--- src/verilog/ccf_map.svh ---
// Constants of the contactless card front end: framing, CRC, commands, limits
`ifndef CCF_MAP_SVH
`define CCF_MAP_SVH
`define CCF_CLK_MHZ 125
`define CCF_LINK_TIMEOUT_US 100
`define CCF_LINK_TIMEOUT_CYC (`CCF_LINK_TIMEOUT_US * `CCF_CLK_MHZ)
`define CCF_SOF_LOW_BITS 4'hA
`define CCF_SOF_BITS 4'hC
`define CCF_EOF_LOW_BITS 4'hA
`define CCF_CHAR_BITS 4'hA
`define CCF_CRC_BYTES 6'h02
`define CCF_CRC_INIT 16'hFFFF
`define CCF_CRC_POLY 16'h8408
`define CCF_CRC_RESIDUE 16'hF0B8
`define CCF_PAGE_BYTES 9'h020
`define CCF_APF 8'h05
`define CCF_WUP_BIT 3
`define CCF_ATQB_HDR 8'h50
`define CCF_CMD_HALT 8'h50
`define CCF_CMD_ATTRIB 8'h1D
`define CCF_CMD_READ 8'h02
`define CCF_CMD_WRITE 8'h03
`define CCF_CMD_CFG_READ 8'h06
`define CCF_CMD_CFG_WRITE 8'h07
`define CCF_CMD_FUSE 8'h04
`define CCF_ST_ACK 8'h00
`define CCF_ST_PAGE 8'h01
`define CCF_ST_SEC 8'h02
`define CCF_ST_FUSE 8'h03
`define CCF_ST_LEN 8'h04
`define CCF_FUSE0_END 8'h40
`define CCF_FUSE1_END 8'h80
`define CCF_FUSE2_END 8'hC0
`endif

--- src/verilog/ccf_pkg.sv ---
// Types of the contactless card front end
package ccf_pkg;
	typedef enum logic [5:0] {
		CS_OFF = 6'h01, CS_TEAR = 6'h02, CS_IDLE = 6'h04,
		CS_READY = 6'h08, CS_ACTIVE = 6'h10, CS_HALT = 6'h20
	} ccf_card_t;
	typedef enum logic [2:0] {RX_IDLE = 3'h1, RX_WAIT = 3'h2, RX_BITS = 3'h4} ccf_rx_t;
	typedef enum logic [3:0] {TX_IDLE = 4'h1, TX_SOF = 4'h2, TX_CHAR = 4'h4, TX_EOF = 4'h8} ccf_tx_t;
	typedef enum logic [2:0] {
		MODE_STANDARD = 3'h1, MODE_AUTH = 3'h2, MODE_ENCRYPT = 3'h4
	} ccf_mode_t;
	typedef struct packed {
		logic valid;
		logic write;
		logic cfg;
		logic [3:0] zone;
		logic [7:0] addr;
		logic [5:0] len;
	} ccf_mem_req_t;
endpackage

--- src/verilog/ccf_front_end.sv ---
// Contactless card front end: framing, CRC_B, polling states, memory and fuse gating
`include "ccf_map.svh"

// Operation
// - on field entry reset, then stay silent until a valid polling command
// - evaluate anti-tearing state during power-on before answering polls
// - WUPB with matching AFI activates the card, even when halted
// - REQB acts like WUPB but a halted card ignores it
// - memory and security commands refused until anticollision completes
// - half-duplex frame exchange at 106 kbit/s
// - every frame carries a two-byte CRC_B
// - CRC_B covers command and data bytes only
// - SOF, EOF, start, stop bits and guard time excluded from CRC_B
// - frame order is SOF, data, CRC1, CRC2, EOF
// - Type A signalling gets no response and causes no lock-up
// - sixteen zones of 256 bytes, addressed by zone and byte address
// - multi-byte writes stay within one 32-byte page
// - user-zone access refused until its security conditions are met
// - 2048-bit configuration area with fixed access rights
// - three fuses blown only in order, each locking configuration memory
// - after anticollision the card starts in standard mode
module ccf_front_end
	import ccf_pkg::*;
#(
	parameter int MaxBytes = 36,
	parameter int LinkTimeoutCyc = `CCF_LINK_TIMEOUT_CYC
)
(
	input wire logic ref_clk,
	input wire logic reset,
	input wire logic fieldOn,
	input wire logic linkClk,
	input wire logic rxBit,
	input wire logic typeAMod,
	input wire logic tearDone,
	input wire logic [7:0] cfgAfi,
	input wire logic [31:0] cardId,
	input wire logic [15:0] zoneReadOk,
	input wire logic [15:0] zoneWriteOk,
	input wire logic cfgWriteOk,
	input wire logic [2:0] fuseBlown,
	output logic txBit_ff,
	output logic txActive_ff,
	output logic tearReq_ff,
	output ccf_mem_req_t memReq_ff,
	output logic [MaxBytes-1:0][7:0] rxBuf_ff,
	output logic [2:0] fuseBlow_ff,
	output ccf_mode_t commMode_ff,
	output ccf_card_t cardState_ff
);
	localparam int TxBytes = 6;

	if (MaxBytes < 8 || MaxBytes > 36 || LinkTimeoutCyc < 2 || LinkTimeoutCyc > 65535)
	begin : gBadParam
		$error("ccf_front_end: parameter out of range");
	end

	function automatic logic [15:0] crcByte(input logic [15:0] c, input logic [7:0] d);
		logic [15:0] r;
		r = c ^ {8'h00, d};
		for (int i = 0; i < 8; i++)
			r = r[0] ? ((r >> 1) ^ `CCF_CRC_POLY) : (r >> 1);
		return r;
	endfunction

	// Pin synchronisers: field, link clock, receive data, Type A detect
	logic [3:0] syncA_ff;
	logic [3:0] syncB_ff;
	logic linkPrev_ff;
	always_ff @(posedge ref_clk)
	begin
		if (reset)
		begin
			syncA_ff <= 4'h0;
			syncB_ff <= 4'h0;
			linkPrev_ff <= 1'b0;
		end
		else
		begin
			syncA_ff <= {fieldOn, linkClk, rxBit, typeAMod};
			syncB_ff <= syncA_ff;
			linkPrev_ff <= syncB_ff[2];
		end
	end
	logic pwrDown;
	logic rxLvl;
	logic typeA;
	logic bitEdge;
	assign pwrDown = reset | ~syncB_ff[3];
	assign rxLvl = syncB_ff[1];
	assign typeA = syncB_ff[0];
	assign bitEdge = syncB_ff[2] & ~linkPrev_ff;

	ccf_rx_t rxState_ff;
	ccf_tx_t txState_ff;
	logic [3:0] lowCnt_ff;
	logic [3:0] bitCnt_ff;
	logic [7:0] shift_ff;
	logic [5:0] rxCnt_ff;
	logic rxOvf_ff;
	logic [15:0] rxCrc_ff;
	logic frameEnd_ff;
	logic [15:0] tmoCnt_ff;
	logic tmo;
	logic abortRx;
	logic byteDone;

	// A stalled link clock or Type A modulation must not leave a frame hanging
	assign tmo = (tmoCnt_ff == 16'(LinkTimeoutCyc - 1));
	assign abortRx = pwrDown | typeA | txActive_ff | tmo;
	assign byteDone = bitEdge & (rxState_ff == RX_BITS) & (bitCnt_ff == 4'h8) & rxLvl;

	always_ff @(posedge ref_clk)
	begin
		if (pwrDown || bitEdge || (rxState_ff == RX_IDLE && !txActive_ff))
			tmoCnt_ff <= 16'h0000;
		else if (!tmo)
			tmoCnt_ff <= tmoCnt_ff + 16'h0001;
	end

	// Character receiver: SOF, start bit, 8 data bits LSB first, stop bit, EOF
	always_ff @(posedge ref_clk)
	begin
		frameEnd_ff <= 1'b0;
		if (abortRx)
		begin
			rxState_ff <= RX_IDLE;
			lowCnt_ff <= 4'h0;
			bitCnt_ff <= 4'h0;
			shift_ff <= 8'h00;
			rxCnt_ff <= 6'h00;
			rxOvf_ff <= 1'b0;
			rxCrc_ff <= `CCF_CRC_INIT;
		end
		else if (bitEdge)
		begin
			unique case (rxState_ff)
				RX_IDLE:
				begin
					if (!rxLvl)
						lowCnt_ff <= (lowCnt_ff == 4'hF) ? 4'hF : lowCnt_ff + 4'h1;
					else
					begin
						if (lowCnt_ff >= `CCF_SOF_LOW_BITS)
						begin
							rxState_ff <= RX_WAIT;
							rxCnt_ff <= 6'h00;
							rxOvf_ff <= 1'b0;
							rxCrc_ff <= `CCF_CRC_INIT;
						end
						lowCnt_ff <= 4'h0;
					end
				end
				RX_WAIT:
				begin
					if (!rxLvl)
					begin
						rxState_ff <= RX_BITS;
						bitCnt_ff <= 4'h0;
					end
				end
				RX_BITS:
				begin
					if (bitCnt_ff != 4'h8)
					begin
						shift_ff <= {rxLvl, shift_ff[7:1]};
						bitCnt_ff <= bitCnt_ff + 4'h1;
					end
					else if (rxLvl)
					begin
						// Only data bytes enter the CRC; framing bits never do
						rxCrc_ff <= crcByte(rxCrc_ff, shift_ff);
						rxState_ff <= RX_WAIT;
						if (rxCnt_ff < 6'(MaxBytes))
							rxCnt_ff <= rxCnt_ff + 6'h01;
						else
							rxOvf_ff <= 1'b1;
					end
					else
					begin
						rxState_ff <= RX_IDLE;
						frameEnd_ff <= (shift_ff == 8'h00);
					end
				end
			endcase
		end
	end

	always_ff @(posedge ref_clk)
	begin
		if (pwrDown)
			rxBuf_ff <= '0;
		else if (byteDone && !abortRx && rxCnt_ff < 6'(MaxBytes))
			rxBuf_ff[rxCnt_ff] <= shift_ff;
	end

	// Frame decode
	logic crcOk;
	logic frameOk;
	logic [5:0] dataLen;
	logic [7:0] cmd;
	logic idMatch;
	logic isPoll;
	logic wup;
	logic afiOk;
	logic pollGo;
	logic haltGo;
	logic attribGo;
	logic propCmd;
	logic pageOk;
	logic [7:0] lockEnd;
	logic [1:0] fuseIdx;
	logic fuseOk;
	logic [7:0] propStatus;
	assign crcOk = (rxCrc_ff == `CCF_CRC_RESIDUE);
	assign frameOk = frameEnd_ff & crcOk & ~rxOvf_ff & (rxCnt_ff > `CCF_CRC_BYTES);
	assign dataLen = rxCnt_ff - `CCF_CRC_BYTES;
	assign cmd = rxBuf_ff[0];
	assign idMatch = ({rxBuf_ff[1], rxBuf_ff[2], rxBuf_ff[3], rxBuf_ff[4]} == cardId);
	assign isPoll = frameOk & (cmd == `CCF_APF) & (dataLen == 6'h03);
	assign wup = rxBuf_ff[2][`CCF_WUP_BIT];
	assign afiOk = (rxBuf_ff[1] == 8'h00) | (rxBuf_ff[1] == cfgAfi);
	assign pollGo = isPoll & afiOk & ((cardState_ff == CS_IDLE) | (cardState_ff == CS_READY)
		| ((cardState_ff == CS_HALT) & wup));
	assign haltGo = frameOk & (cmd == `CCF_CMD_HALT) & (dataLen == 6'h05) & idMatch
		& ((cardState_ff == CS_READY) | (cardState_ff == CS_ACTIVE));
	assign attribGo = frameOk & (cmd == `CCF_CMD_ATTRIB) & (dataLen >= 6'h05) & idMatch
		& (cardState_ff == CS_READY);
	assign propCmd = frameOk & (cardState_ff == CS_ACTIVE) & ((cmd == `CCF_CMD_READ)
		| (cmd == `CCF_CMD_WRITE) | (cmd == `CCF_CMD_CFG_READ) | (cmd == `CCF_CMD_CFG_WRITE)
		| (cmd == `CCF_CMD_FUSE));
	// Zone in byte 1, in-zone address in byte 2, length in byte 3
	assign pageOk = (rxBuf_ff[3] != 8'h00) & ({1'b0, rxBuf_ff[3]} <= `CCF_PAGE_BYTES)
		& (({4'h0, rxBuf_ff[2][4:0]} + {1'b0, rxBuf_ff[3]}) <= `CCF_PAGE_BYTES);
	assign lockEnd = fuseBlown[2] ? `CCF_FUSE2_END : fuseBlown[1] ? `CCF_FUSE1_END
		: fuseBlown[0] ? `CCF_FUSE0_END : 8'h00;
	assign fuseIdx = rxBuf_ff[1][1:0];
	assign fuseOk = (fuseIdx == 2'h0) ? ~fuseBlown[0] : (fuseIdx == 2'h1)
		? (fuseBlown[0] & ~fuseBlown[1]) : (fuseIdx == 2'h2)
		? (fuseBlown[0] & fuseBlown[1] & ~fuseBlown[2]) : 1'b0;

	always_comb
	begin
		propStatus = `CCF_ST_ACK;
		if (cmd == `CCF_CMD_FUSE)
			propStatus = fuseOk ? `CCF_ST_ACK : `CCF_ST_FUSE;
		else if (!pageOk)
			propStatus = `CCF_ST_PAGE;
		else if ((cmd == `CCF_CMD_WRITE || cmd == `CCF_CMD_CFG_WRITE)
			&& {2'b00, dataLen} != rxBuf_ff[3] + 8'h04)
			propStatus = `CCF_ST_LEN;
		else if (cmd == `CCF_CMD_READ && !zoneReadOk[rxBuf_ff[1][3:0]])
			propStatus = `CCF_ST_SEC;
		else if (cmd == `CCF_CMD_WRITE && !zoneWriteOk[rxBuf_ff[1][3:0]])
			propStatus = `CCF_ST_SEC;
		else if (cmd == `CCF_CMD_CFG_WRITE && (!cfgWriteOk || rxBuf_ff[2] < lockEnd))
			propStatus = `CCF_ST_SEC;
	end

	// Card state: power-on, anti-tearing, idle, ready, active, halt
	always_ff @(posedge ref_clk)
	begin
		if (pwrDown)
		begin
			cardState_ff <= CS_OFF;
			tearReq_ff <= 1'b0;
			commMode_ff <= MODE_STANDARD;
		end
		else
		begin
			unique case (cardState_ff)
				CS_OFF:
				begin
					cardState_ff <= CS_TEAR;
					tearReq_ff <= 1'b1;
				end
				CS_TEAR:
				begin
					if (tearDone)
					begin
						cardState_ff <= CS_IDLE;
						tearReq_ff <= 1'b0;
					end
				end
				CS_IDLE, CS_READY, CS_ACTIVE, CS_HALT:
				begin
					if (pollGo)
						cardState_ff <= CS_READY;
					else if (haltGo)
						cardState_ff <= CS_HALT;
					else if (attribGo)
					begin
						cardState_ff <= CS_ACTIVE;
						commMode_ff <= MODE_STANDARD;
					end
				end
			endcase
		end
	end

	// Requests to the memory engine and fuse programmer
	always_ff @(posedge ref_clk)
	begin
		memReq_ff.valid <= 1'b0;
		fuseBlow_ff <= 3'h0;
		if (pwrDown)
			memReq_ff <= '0;
		else if (propCmd && propStatus == `CCF_ST_ACK)
		begin
			if (cmd == `CCF_CMD_FUSE)
				fuseBlow_ff <= 3'(3'h1 << fuseIdx);
			else
			begin
				memReq_ff.valid <= 1'b1;
				memReq_ff.write <= (cmd == `CCF_CMD_WRITE) | (cmd == `CCF_CMD_CFG_WRITE);
				memReq_ff.cfg <= (cmd == `CCF_CMD_CFG_READ) | (cmd == `CCF_CMD_CFG_WRITE);
				memReq_ff.zone <= rxBuf_ff[1][3:0];
				memReq_ff.addr <= rxBuf_ff[2];
				memReq_ff.len <= rxBuf_ff[3][5:0];
			end
		end
	end

	// Reply assembly; a frame with a bad CRC reaches none of these branches
	logic [TxBytes-1:0][7:0] txBuf_ff;
	logic [3:0] txLen_ff;
	logic txPend_ff;
	always_ff @(posedge ref_clk)
	begin
		if (pwrDown || (txState_ff == TX_IDLE && bitEdge))
			txPend_ff <= 1'b0;
		if (pwrDown)
		begin
			txBuf_ff <= '0;
			txLen_ff <= 4'h0;
		end
		else if (pollGo)
		begin
			txBuf_ff <= {cfgAfi, cardId[7:0], cardId[15:8], cardId[23:16], cardId[31:24],
				`CCF_ATQB_HDR};
			txLen_ff <= 4'(TxBytes);
			txPend_ff <= 1'b1;
		end
		else if (haltGo || attribGo || propCmd)
		begin
			txBuf_ff <= {40'h00_0000_0000, propCmd ? propStatus : `CCF_ST_ACK};
			txLen_ff <= 4'h1;
			txPend_ff <= 1'b1;
		end
	end

	// Transmitter: SOF, bytes with start/stop, CRC low then high byte, EOF
	logic [3:0] txCnt_ff;
	logic [3:0] txIdx_ff;
	logic [7:0] txSh_ff;
	logic [15:0] txCrc_ff;
	logic [7:0] curByte;
	assign curByte = (txIdx_ff < txLen_ff) ? txBuf_ff[txIdx_ff[2:0]] : (txIdx_ff == txLen_ff)
		? ~txCrc_ff[7:0] : ~txCrc_ff[15:8];
	always_ff @(posedge ref_clk)
	begin
		if (pwrDown || tmo)
		begin
			txState_ff <= TX_IDLE;
			txActive_ff <= 1'b0;
			txBit_ff <= 1'b1;
			txCnt_ff <= 4'h0;
			txIdx_ff <= 4'h0;
			txSh_ff <= 8'h00;
			txCrc_ff <= `CCF_CRC_INIT;
		end
		else if (bitEdge)
		begin
			unique case (txState_ff)
				TX_IDLE:
				begin
					if (txPend_ff)
					begin
						txState_ff <= TX_SOF;
						txActive_ff <= 1'b1;
						txCnt_ff <= 4'h0;
						txIdx_ff <= 4'h0;
						txCrc_ff <= `CCF_CRC_INIT;
					end
				end
				TX_SOF:
				begin
					txBit_ff <= (txCnt_ff >= `CCF_SOF_LOW_BITS);
					txCnt_ff <= (txCnt_ff == `CCF_SOF_BITS - 4'h1) ? 4'h0 : txCnt_ff + 4'h1;
					if (txCnt_ff == `CCF_SOF_BITS - 4'h1)
						txState_ff <= TX_CHAR;
				end
				TX_CHAR:
				begin
					txCnt_ff <= txCnt_ff + 4'h1;
					if (txCnt_ff == 4'h0)
					begin
						txBit_ff <= 1'b0;
						txSh_ff <= curByte;
						if (txIdx_ff < txLen_ff)
							txCrc_ff <= crcByte(txCrc_ff, curByte);
					end
					else if (txCnt_ff != `CCF_CHAR_BITS - 4'h1)
					begin
						txBit_ff <= txSh_ff[0];
						txSh_ff <= {1'b0, txSh_ff[7:1]};
					end
					else
					begin
						txBit_ff <= 1'b1;
						txCnt_ff <= 4'h0;
						txIdx_ff <= txIdx_ff + 4'h1;
						if (txIdx_ff == txLen_ff + 4'h1)
							txState_ff <= TX_EOF;
					end
				end
				TX_EOF:
				begin
					txCnt_ff <= txCnt_ff + 4'h1;
					txBit_ff <= (txCnt_ff == `CCF_EOF_LOW_BITS);
					if (txCnt_ff == `CCF_EOF_LOW_BITS)
					begin
						txState_ff <= TX_IDLE;
						txActive_ff <= 1'b0;
					end
				end
			endcase
		end
	end

	// Checks
	logic [15:0] zrPast_ff;
	logic [15:0] zwPast_ff;
	always_ff @(posedge ref_clk)
	begin
		zrPast_ff <= zoneReadOk;
		zwPast_ff <= zoneWriteOk;
	end
endmodule

--- config.mk ---
export PLATFORM = sky130hd
export DESIGN_NAME = ccf_front_end
export DESIGN_NICKNAME = d
export VERILOG_FILES = /design/src/verilog/ccf_pkg.sv /design/src/verilog/ccf_front_end.sv
export VERILOG_INCLUDE_DIRS = /design/src /design/src/verilog
export SDC_FILE = /design/constraint.sdc
export NUM_CORES = 1
export LEC_CHECK = 0
export ABC_AREA = 1
export ABC_CLOCK_PERIOD_IN_PS = 5850
export BUFFER_PORTS_ARGS = -buffer_cell sky130_fd_sc_hd__buf_2
export CORE_MARGIN = 2
export CORE_UTILIZATION = 35
export CTS_CLUSTER_DIAMETER = 100
export DETAILED_ROUTE_END_ITERATION = 12
export PLACE_DENSITY = 0.55
export SYNTH_ARGS = -nofsm -noshare
export SYNTH_HDL_FRONTEND = slang
export SYNTH_SLANG_ARGS = --single-unit
--- constraint.sdc ---
create_clock -name ref_clk -period 5.85 [get_ports ref_clk]
set_input_delay 0.2925 -clock ref_clk [delete_from_list [all_inputs] [get_ports ref_clk]]
set_output_delay 0.2925 -clock ref_clk [all_outputs]
set_load 0.1 [all_outputs]
==> flow_summary.json, run 1 <==
{
  "place_congestion": 0.871,
  "cp-start-kind": "flop",
  "wl_met1_um": 34700,
  "synth_area_um2": 23300,
  "synth_top_area_cell": "dfxtp_1",
  "hpwlAfterDp_um": 51800,
  "synth_area_per_cell_um2": 6.51,
  "slew_headroom_pct": 8.85,
  "grt_remaining_overflow": 0,
  "synthAdderAreaFrac_pct": 1.75,
  "track_usage_pct": 22.0,
  "rsz0062_at_grt": "no",
  "crit_start": "rxCnt_ff[1]",
  "rows": 94,
  "yosysWarnings": 0,
  "finish.net_count": 4064,
  "r2r_end": "txBuf_ff[11]",
  "arrival_ns": 4.23,
  "clock-sinks": 471,
  "power.density_nw_per_um2": 251,
  "cts_tree": "done",
  "cp_max_fo": 46,
  "synth_top_area_share_pct": 40.4,
  "synthMuxAreaShare_pct": 0,
  "cts_buffers": 57,
  "grt_first_pass_wirelength_um": 118000,
  "dr.pass1.iters": 7,
  "grt_max_degree": 211,
  "vias_per_cell": 4.52,
  "clk_pin_slew_ns": 0.06,
  "core_um2": 65900,
  "synthCells": 3582,
  "final_core_util_pct": 43.1,
  "wl_met2_um": 36300,
  "drt_iter0_drc": 1614,
  "route.detailed.drc": 0,
  "die_w_um": 262,
  "worst-r2r-cell-count": 13,
  "yosys.area_share.simple_pct": 27.3,
  "cp-endpoint": "txBuf_ff[11]",
  "synth_area_leaders": "dfxtp_1 (40%), inv_1 (13%), nand2_1 (11%), nor2_1 (7.6%), o21ai_0 (7.3%)",
  "initial_utilization_pct": 35.4,
  "worst_pin_slew_ns": 1.36,
  "port-buffer-count": 403,
  "yosysUniqueCellTypes": 50,
  "p_leak_nw": 13.0,
  "grt_pass1_vias": 20237,
  "irDropWorstVdd_mv": 0.228,
  "r2r_start": "rxCnt_ff[1]",
  "synth_edf_count": 0,
  "r2r_slack_ns": 2.16,
  "routed_wl_um": 78900,
  "synth_top_family_by_area": "simple AND/OR/NAND/NOR gates",
  "multi_input_area_um2": 10200,
  "hold_depth": 2,
  "ys.flop_type": "dfxtp_1",
  "synth_compound_area_share_pct": 12.4,
  "wl_per_cell_um": 16.2,
  "drv_cap": 0,
  "hp-class": "flop to flop",
  "layout_common_cells": "inv_1 (790), nand2_1 (693), nor2_1 (471)",
  "fmax_mhz": 271,
  "routed.top_layer": "met4",
  "ys_async_sr_fraction_pct": 0,
  "wl_met3_um": 5750,
  "cts_resized": 0,
  "dieArea_um2": 68700,
  "antenna_found_initial": 4,
  "synth_xor_area_share_pct": 2.22,
  "clk_latency_ns": 0.62,
  "mostFrequentLayoutCell": "inv_1",
  "ioPinCount": 407,
  "fillers": 6991,
  "worstSetupPathType": "flop to flop",
  "critPathSlowestCell": "nor2_1",
  "cts_setup_buffers": 0,
  "ys_seq_elements": 471,
  "report.final.slew_viol_count": 0,
  "final.period_utilization_pct": 63.1,
  "setup_violations": 0,
  "ant_nets": 0,
  "critical_path.endpoint_type": "flop",
  "h-tree-depth": 2,
  "root_buffer": "clkbuf_16",
  "ys_seq_area_share_pct": 40.4,
  "drive_gt1_share_pct": 14.6,
  "hold_ws_ns": 0.407,
  "crit_chain": "ha_1, inv_1, nor2_1, o21ai_1, nand3_1, nor2_2, nand2_1, nor2_1, nand3_2, o21ai_1, nor2_4, nand3_1, a21oi_1",
  "tns_ns": 0,
  "outcome": "finished, final reports clean",
  "hold_viol": 0,
  "regArea_um2": 9440,
  "vias": 22002,
  "cp_slowest_stage_delay_ns": 1.00,
  "ctsLongestPathBuffers": 3,
  "cp.required_ns": 6.39,
  "area_growth_pct": 21.6,
  "die_y_um": 262,
  "fin_skew_ns": 0.0313,
  "min_period_ns": 3.69
}
==> kinds of logic after synthesis <==
logic type	count (synthesis)
XOR/XNOR	59
AO/OA/AOI/OAI	549
adder cells (fa/ha/maj)	32
other	2
flip-flops	471
AND/OR/NAND/NOR	1507
buffers and inverters	962
==> metrics by stage <==
| step | instance area (um2) | total power [mW] | setup slack, ns | cells |
|---|---|---|---|---|
| global placement | 25900 | 3.42 | 2.13 | 4704 |
| detailed placement | 25900 | 3.42 | 2.07 | 4704 |
| global route | 28400 | 7.36 | 1.77 | 4862 |
| finish | 28400 | 7.13 | 2.16 | 4864 |
| floorplan | 23300 | 3.36 | 2.59 | 3583 |
| CTS | 28400 | 7.23 | 2.16 | 4862 |
==> report_power, final <==
| group | switching, mW | internal [mW] | total [mW] |
|---|---|---|---|
| Sequential | 0.00182 | 3.21 | 3.21 |
| Clock | 1.50 | 2.26 | 3.76 |
| Combinational | 0.0980 | 0.0696 | 0.168 |
| Total | 1.60 | 5.54 | 7.13 |
==> cells in the mapped netlist (5+ instances only) <==
cell,count
buf_2,43
buf_4,10
ha_1,31
nand3_2,23
o21a_1,5
a21oi_1,117
a31oi_1,9
o21ai_0,338
o211ai_1,18
nand2_1,693
buf_1,5
inv_1,790
o21ai_1,30
nor2_2,5
dfxtp_1,471
a211oi_1,7
or2_2,17
xor2_1,34
nor2_1,471
clkbuf_1,103
nand3b_1,6
nor3_1,36
nand3_1,204
xnor2_1,25
nand4_1,26
clkinv_1,6
nor4_1,7
o22ai_1,12
==> what timing repair did <==
item / 4_1_cts / 5_1_grt
hold endpoints to repair: 49 / 0
endpoints found under the setup margin: 0 / 0
hold buffers: 50 / 0
==> worst max-delay path: cells and delay by family, from the launching register on <==
family | cells | cell delay (ns)
simple gates | 8 | 2.37
flops | 1 | 0.49
compound gates | 3 | 0.49
fa+ha+maj | 1 | 0.22
buf+inv | 1 | 0.04
==> state kept, by name, indices dropped and copies added, names as in the netlist, 4 cells and up <==
name	cells
rxBuf_ff	280
txBuf_ff	44
memReq_ff	21
rxCrc_ff	16
tmoCnt_ff	16
txCrc_ff	16
cmd	8
shift_ff	8
txSh_ff	8
cardState_ff	6
rxCnt_ff	6
bitCnt_ff	4
lowCnt_ff	4
syncA_ff	4
syncB_ff	4
txCnt_ff	4
txIdx_ff	4
txState_ff	4
==> per-layer routing <==
metal / vias up / global-route usage [%]
met5: - / 0
met4: 0 / 6.70
li1: 11615 / -
met2: 543 / 36.8
met1: 9716 / 27.8
met3: 128 / 5.60
==> area by class of cell <==
type | instances | share of cell area (%)
clock inverter | 26 | 1.13
antenna | 2 | 0.0176
multi-input combinational | 2150 | 35.9
tap | 864 | 3.81
clock buffer | 82 | 5.89
sequential | 471 | 33.3
inverter | 800 | 10.6
timing repair buffer | 469 | 9.34
==> worst min-delay path by stage <==
stage | start | slack [ns] | end
floorplan | syncA_ff[0] | 0.39 | syncB_ff[0]
global placement | syncA_ff[2] | 0.40 | syncB_ff[2]
detailed placement | syncA_ff[2] | 0.40 | syncB_ff[2]
CTS | fuseBlown[0] | 0.36 | txBuf_ff[0]
global route | fuseBlown[0] | 0.41 | txBuf_ff[0]
finish | syncA_ff[2] | 0.41 | syncB_ff[2]
Note: power is estimated with default switching activity, not from simulation.
==> run 2, diff against run 1 <==
--- a/config.mk
+++ b/config.mk
@@ -7,13 +7,13 @@
 export NUM_CORES = 1
 export LEC_CHECK = 0
 export ABC_AREA = 1
-export ABC_CLOCK_PERIOD_IN_PS = 5850
+export ABC_CLOCK_PERIOD_IN_PS = 3190
 export BUFFER_PORTS_ARGS = -buffer_cell sky130_fd_sc_hd__buf_2
 export CORE_MARGIN = 2
 export CORE_UTILIZATION = 35
 export CTS_CLUSTER_DIAMETER = 100
 export DETAILED_ROUTE_END_ITERATION = 12
-export PLACE_DENSITY = 0.55
+export PLACE_DENSITY = 0.57
 export SYNTH_ARGS = -nofsm -noshare
 export SYNTH_HDL_FRONTEND = slang
 export SYNTH_SLANG_ARGS = --single-unit
==> constraint.sdc (replaced) <==
create_clock -name ref_clk -period 3.19 [get_ports ref_clk]
set_input_delay 0.1595 -clock ref_clk [delete_from_list [all_inputs] [get_ports ref_clk]]
set_output_delay 0.1595 -clock ref_clk [all_outputs]
set_load 0.1 [all_outputs]
==> run 2 against run 1 <==
Critical path depth is 2 lower. Highest routed layer unchanged. Die area unchanged. Non-clock buffer count rose by 32. Combinational power rose by 89%. Largest cell class unchanged. Clock skew rose by 0.0033 ns. Worst setup slack got worse by 1.9 ns. Count of clock-buffer cells in the layout grew 2. Maximum frequency increased by 24%.
==> flow_summary.json, run 2 (synthesis results as in run 1) <==
{
  "dpl.cell_count": 4736,
  "layout_common_cells": "inv_1 (790), nand2_1 (693), nor2_1 (471)",
  "vias": 22225,
  "clk_pin_slew_ns": 0.06,
  "worst_pin_slew_ns": 0.938,
  "report.final.slew_viol_count": 0,
  "fmax_mhz": 336,
  "cp.required_ns": 3.68,
  "antenna_found_initial": 0,
  "cts_buffers": 55,
  "place_congestion": 0.892,
  "ctsLongestPathBuffers": 3,
  "drive_gt1_share_pct": 15.3,
  "area_growth_pct": 22.3,
  "cts_tree": "done",
  "root_buffer": "clkbuf_16",
  "rsz0062_at_grt": "yes",
  "die_y_um": 262,
  "finish.net_count": 4094,
  "track_usage_pct": 21.6,
  "final.period_utilization_pct": 93.2,
  "placed_cell_area_um2": 26100,
  "drt_iter0_drc": 1562,
  "use_met3_pct": 5.40,
  "rows": 94,
  "finalNonFillerCells": 4887,
  "hpwlAfterDp_um": 52700,
  "h-tree-depth": 2,
  "grt_first_pass_wirelength_um": 117000,
  "grt_remaining_overflow": 0,
  "setup_violations": 0,
  "min_period_ns": 2.97,
  "power.density_nw_per_um2": 447,
  "hold_viol": 0,
  "cp-start-kind": "flop",
  "dr.pass1.iters": 6,
  "wl_per_cell_um": 15.9,
  "cts_setup_buffers": 0,
  "arrival_ns": 3.46,
  "p_leak_nw": 13.1,
  "place_ws_ns": 0.180,
  "grt_pass1_vias": 20427,
  "route.detailed.drc": 0,
  "die_w_um": 262,
  "grt_busiest_layer": "met2",
  "top_register": "rxBuf_ff",
  "ant_nets": 0,
  "routed_wl_um": 77500,
  "fillers": 6919,
  "final_core_util_pct": 43.3,
  "use_met2_pct": 36.7,
  "dieArea_um2": 68700,
  "worstSetupPathType": "flop to flop",
  "diodes": 0,
  "ioPinCount": 407,
  "clk_latency_ns": 0.63,
  "outcome": "finished, final reports clean",
  "drv_cap": 0,
  "clock-sinks": 471,
  "mostFrequentLayoutCell": "inv_1",
  "grt_max_degree": 192,
  "reg_top3": "rxBuf_ff: 280 flops, txBuf_ff: 44 flops, memReq_ff: 21 flops",
  "port-buffer-count": 403,
  "fin_skew_ns": 0.0346,
  "met1_usage_pct": 27.5,
  "fin_area_um2": 28500,
  "irDropWorstVdd_mv": 0.498,
  "critical_path.endpoint_type": "flop",
  "finalWorstSetupSlack_ns": 0.217,
  "cp_max_fo": 35,
  "slew_headroom_pct": 37.2,
  "initial_utilization_pct": 35.4,
  "largest_reg_flops": 280,
  "vias_per_cell": 4.55,
  "core_um2": 65900,
  "hp-class": "input pin to flop"
}
==> run 2: worst max-delay path, stage by stage, from the launching register on <==
cell     delay [ns]
dfxtp_1        0.33
ha_1           0.22
inv_1          0.10
nor4_1         0.06
and2_1         0.21
nor2_4         0.13
nand2_4        0.18
nor2_8         0.13
buf_4          0.45
nand3_1        0.57
o21ai_0        0.37
nor2_1         0.06
==> run 2: layout make-up <==
| class | instances | area (um2) | area share, % |
|---|---|---|---|
| inverters | 800 | 3000 | 10.5 |
| flip-flops and latches | 471 | 9440 | 33.1 |
| clock inverters | 17 | 221 | 0.776 |
| well taps | 864 | 1080 | 3.79 |
| repair buffers | 501 | 2900 | 10.2 |
| clock buffers | 84 | 1680 | 5.88 |
| multi-input cells | 2150 | 10200 | 35.8 |
==> run 2: layer usage <==
metal	wire length (um)	up-vias
met4	1550	0
li1	-	11686
met3	5720	101
met5	0	-
met2	36100	574
met1	34100	9864
==> run 2: where the power goes <==
group / switching [mW] / internal, mW
Combinational: 0.187 / 0.130
Clock: 2.67 / 3.88
Sequential: 0.00394 / 5.89
==> run 2: worst paths after layout <==
check	end	start	depth (start not counted)	slack, ns
setup / recovery	rxBuf_ff[9]	tmoCnt_ff[0]	11	0.22
hold / removal	txBuf_ff[0]	fuseBlown[0]	6	0.20
setup reg to reg	rxBuf_ff[9]	tmoCnt_ff[0]	11	0.22
hold reg to reg	syncB_ff[0]	syncA_ff[0]	2	0.39
==> run 2: stage by stage <==
stage | power, mW | hold slack (ns) | TNS [ns]
floorplan | 6.17 | 0.266 | 0
global placement | 6.29 | 0.370 | 0
detailed placement | 6.29 | 0.372 | 0
CTS | 12.9 | 0.169 | 0
global route | 13.2 | 0.247 | -0.658
finish | 12.8 | 0.196 | 0
==> run 2: repair_timing <==
action,CTS,global route
endpoints found under the hold margin,54,0
gates resized for setup,0,2
hold buffers,50,0
endpoints found under the setup margin,0,41
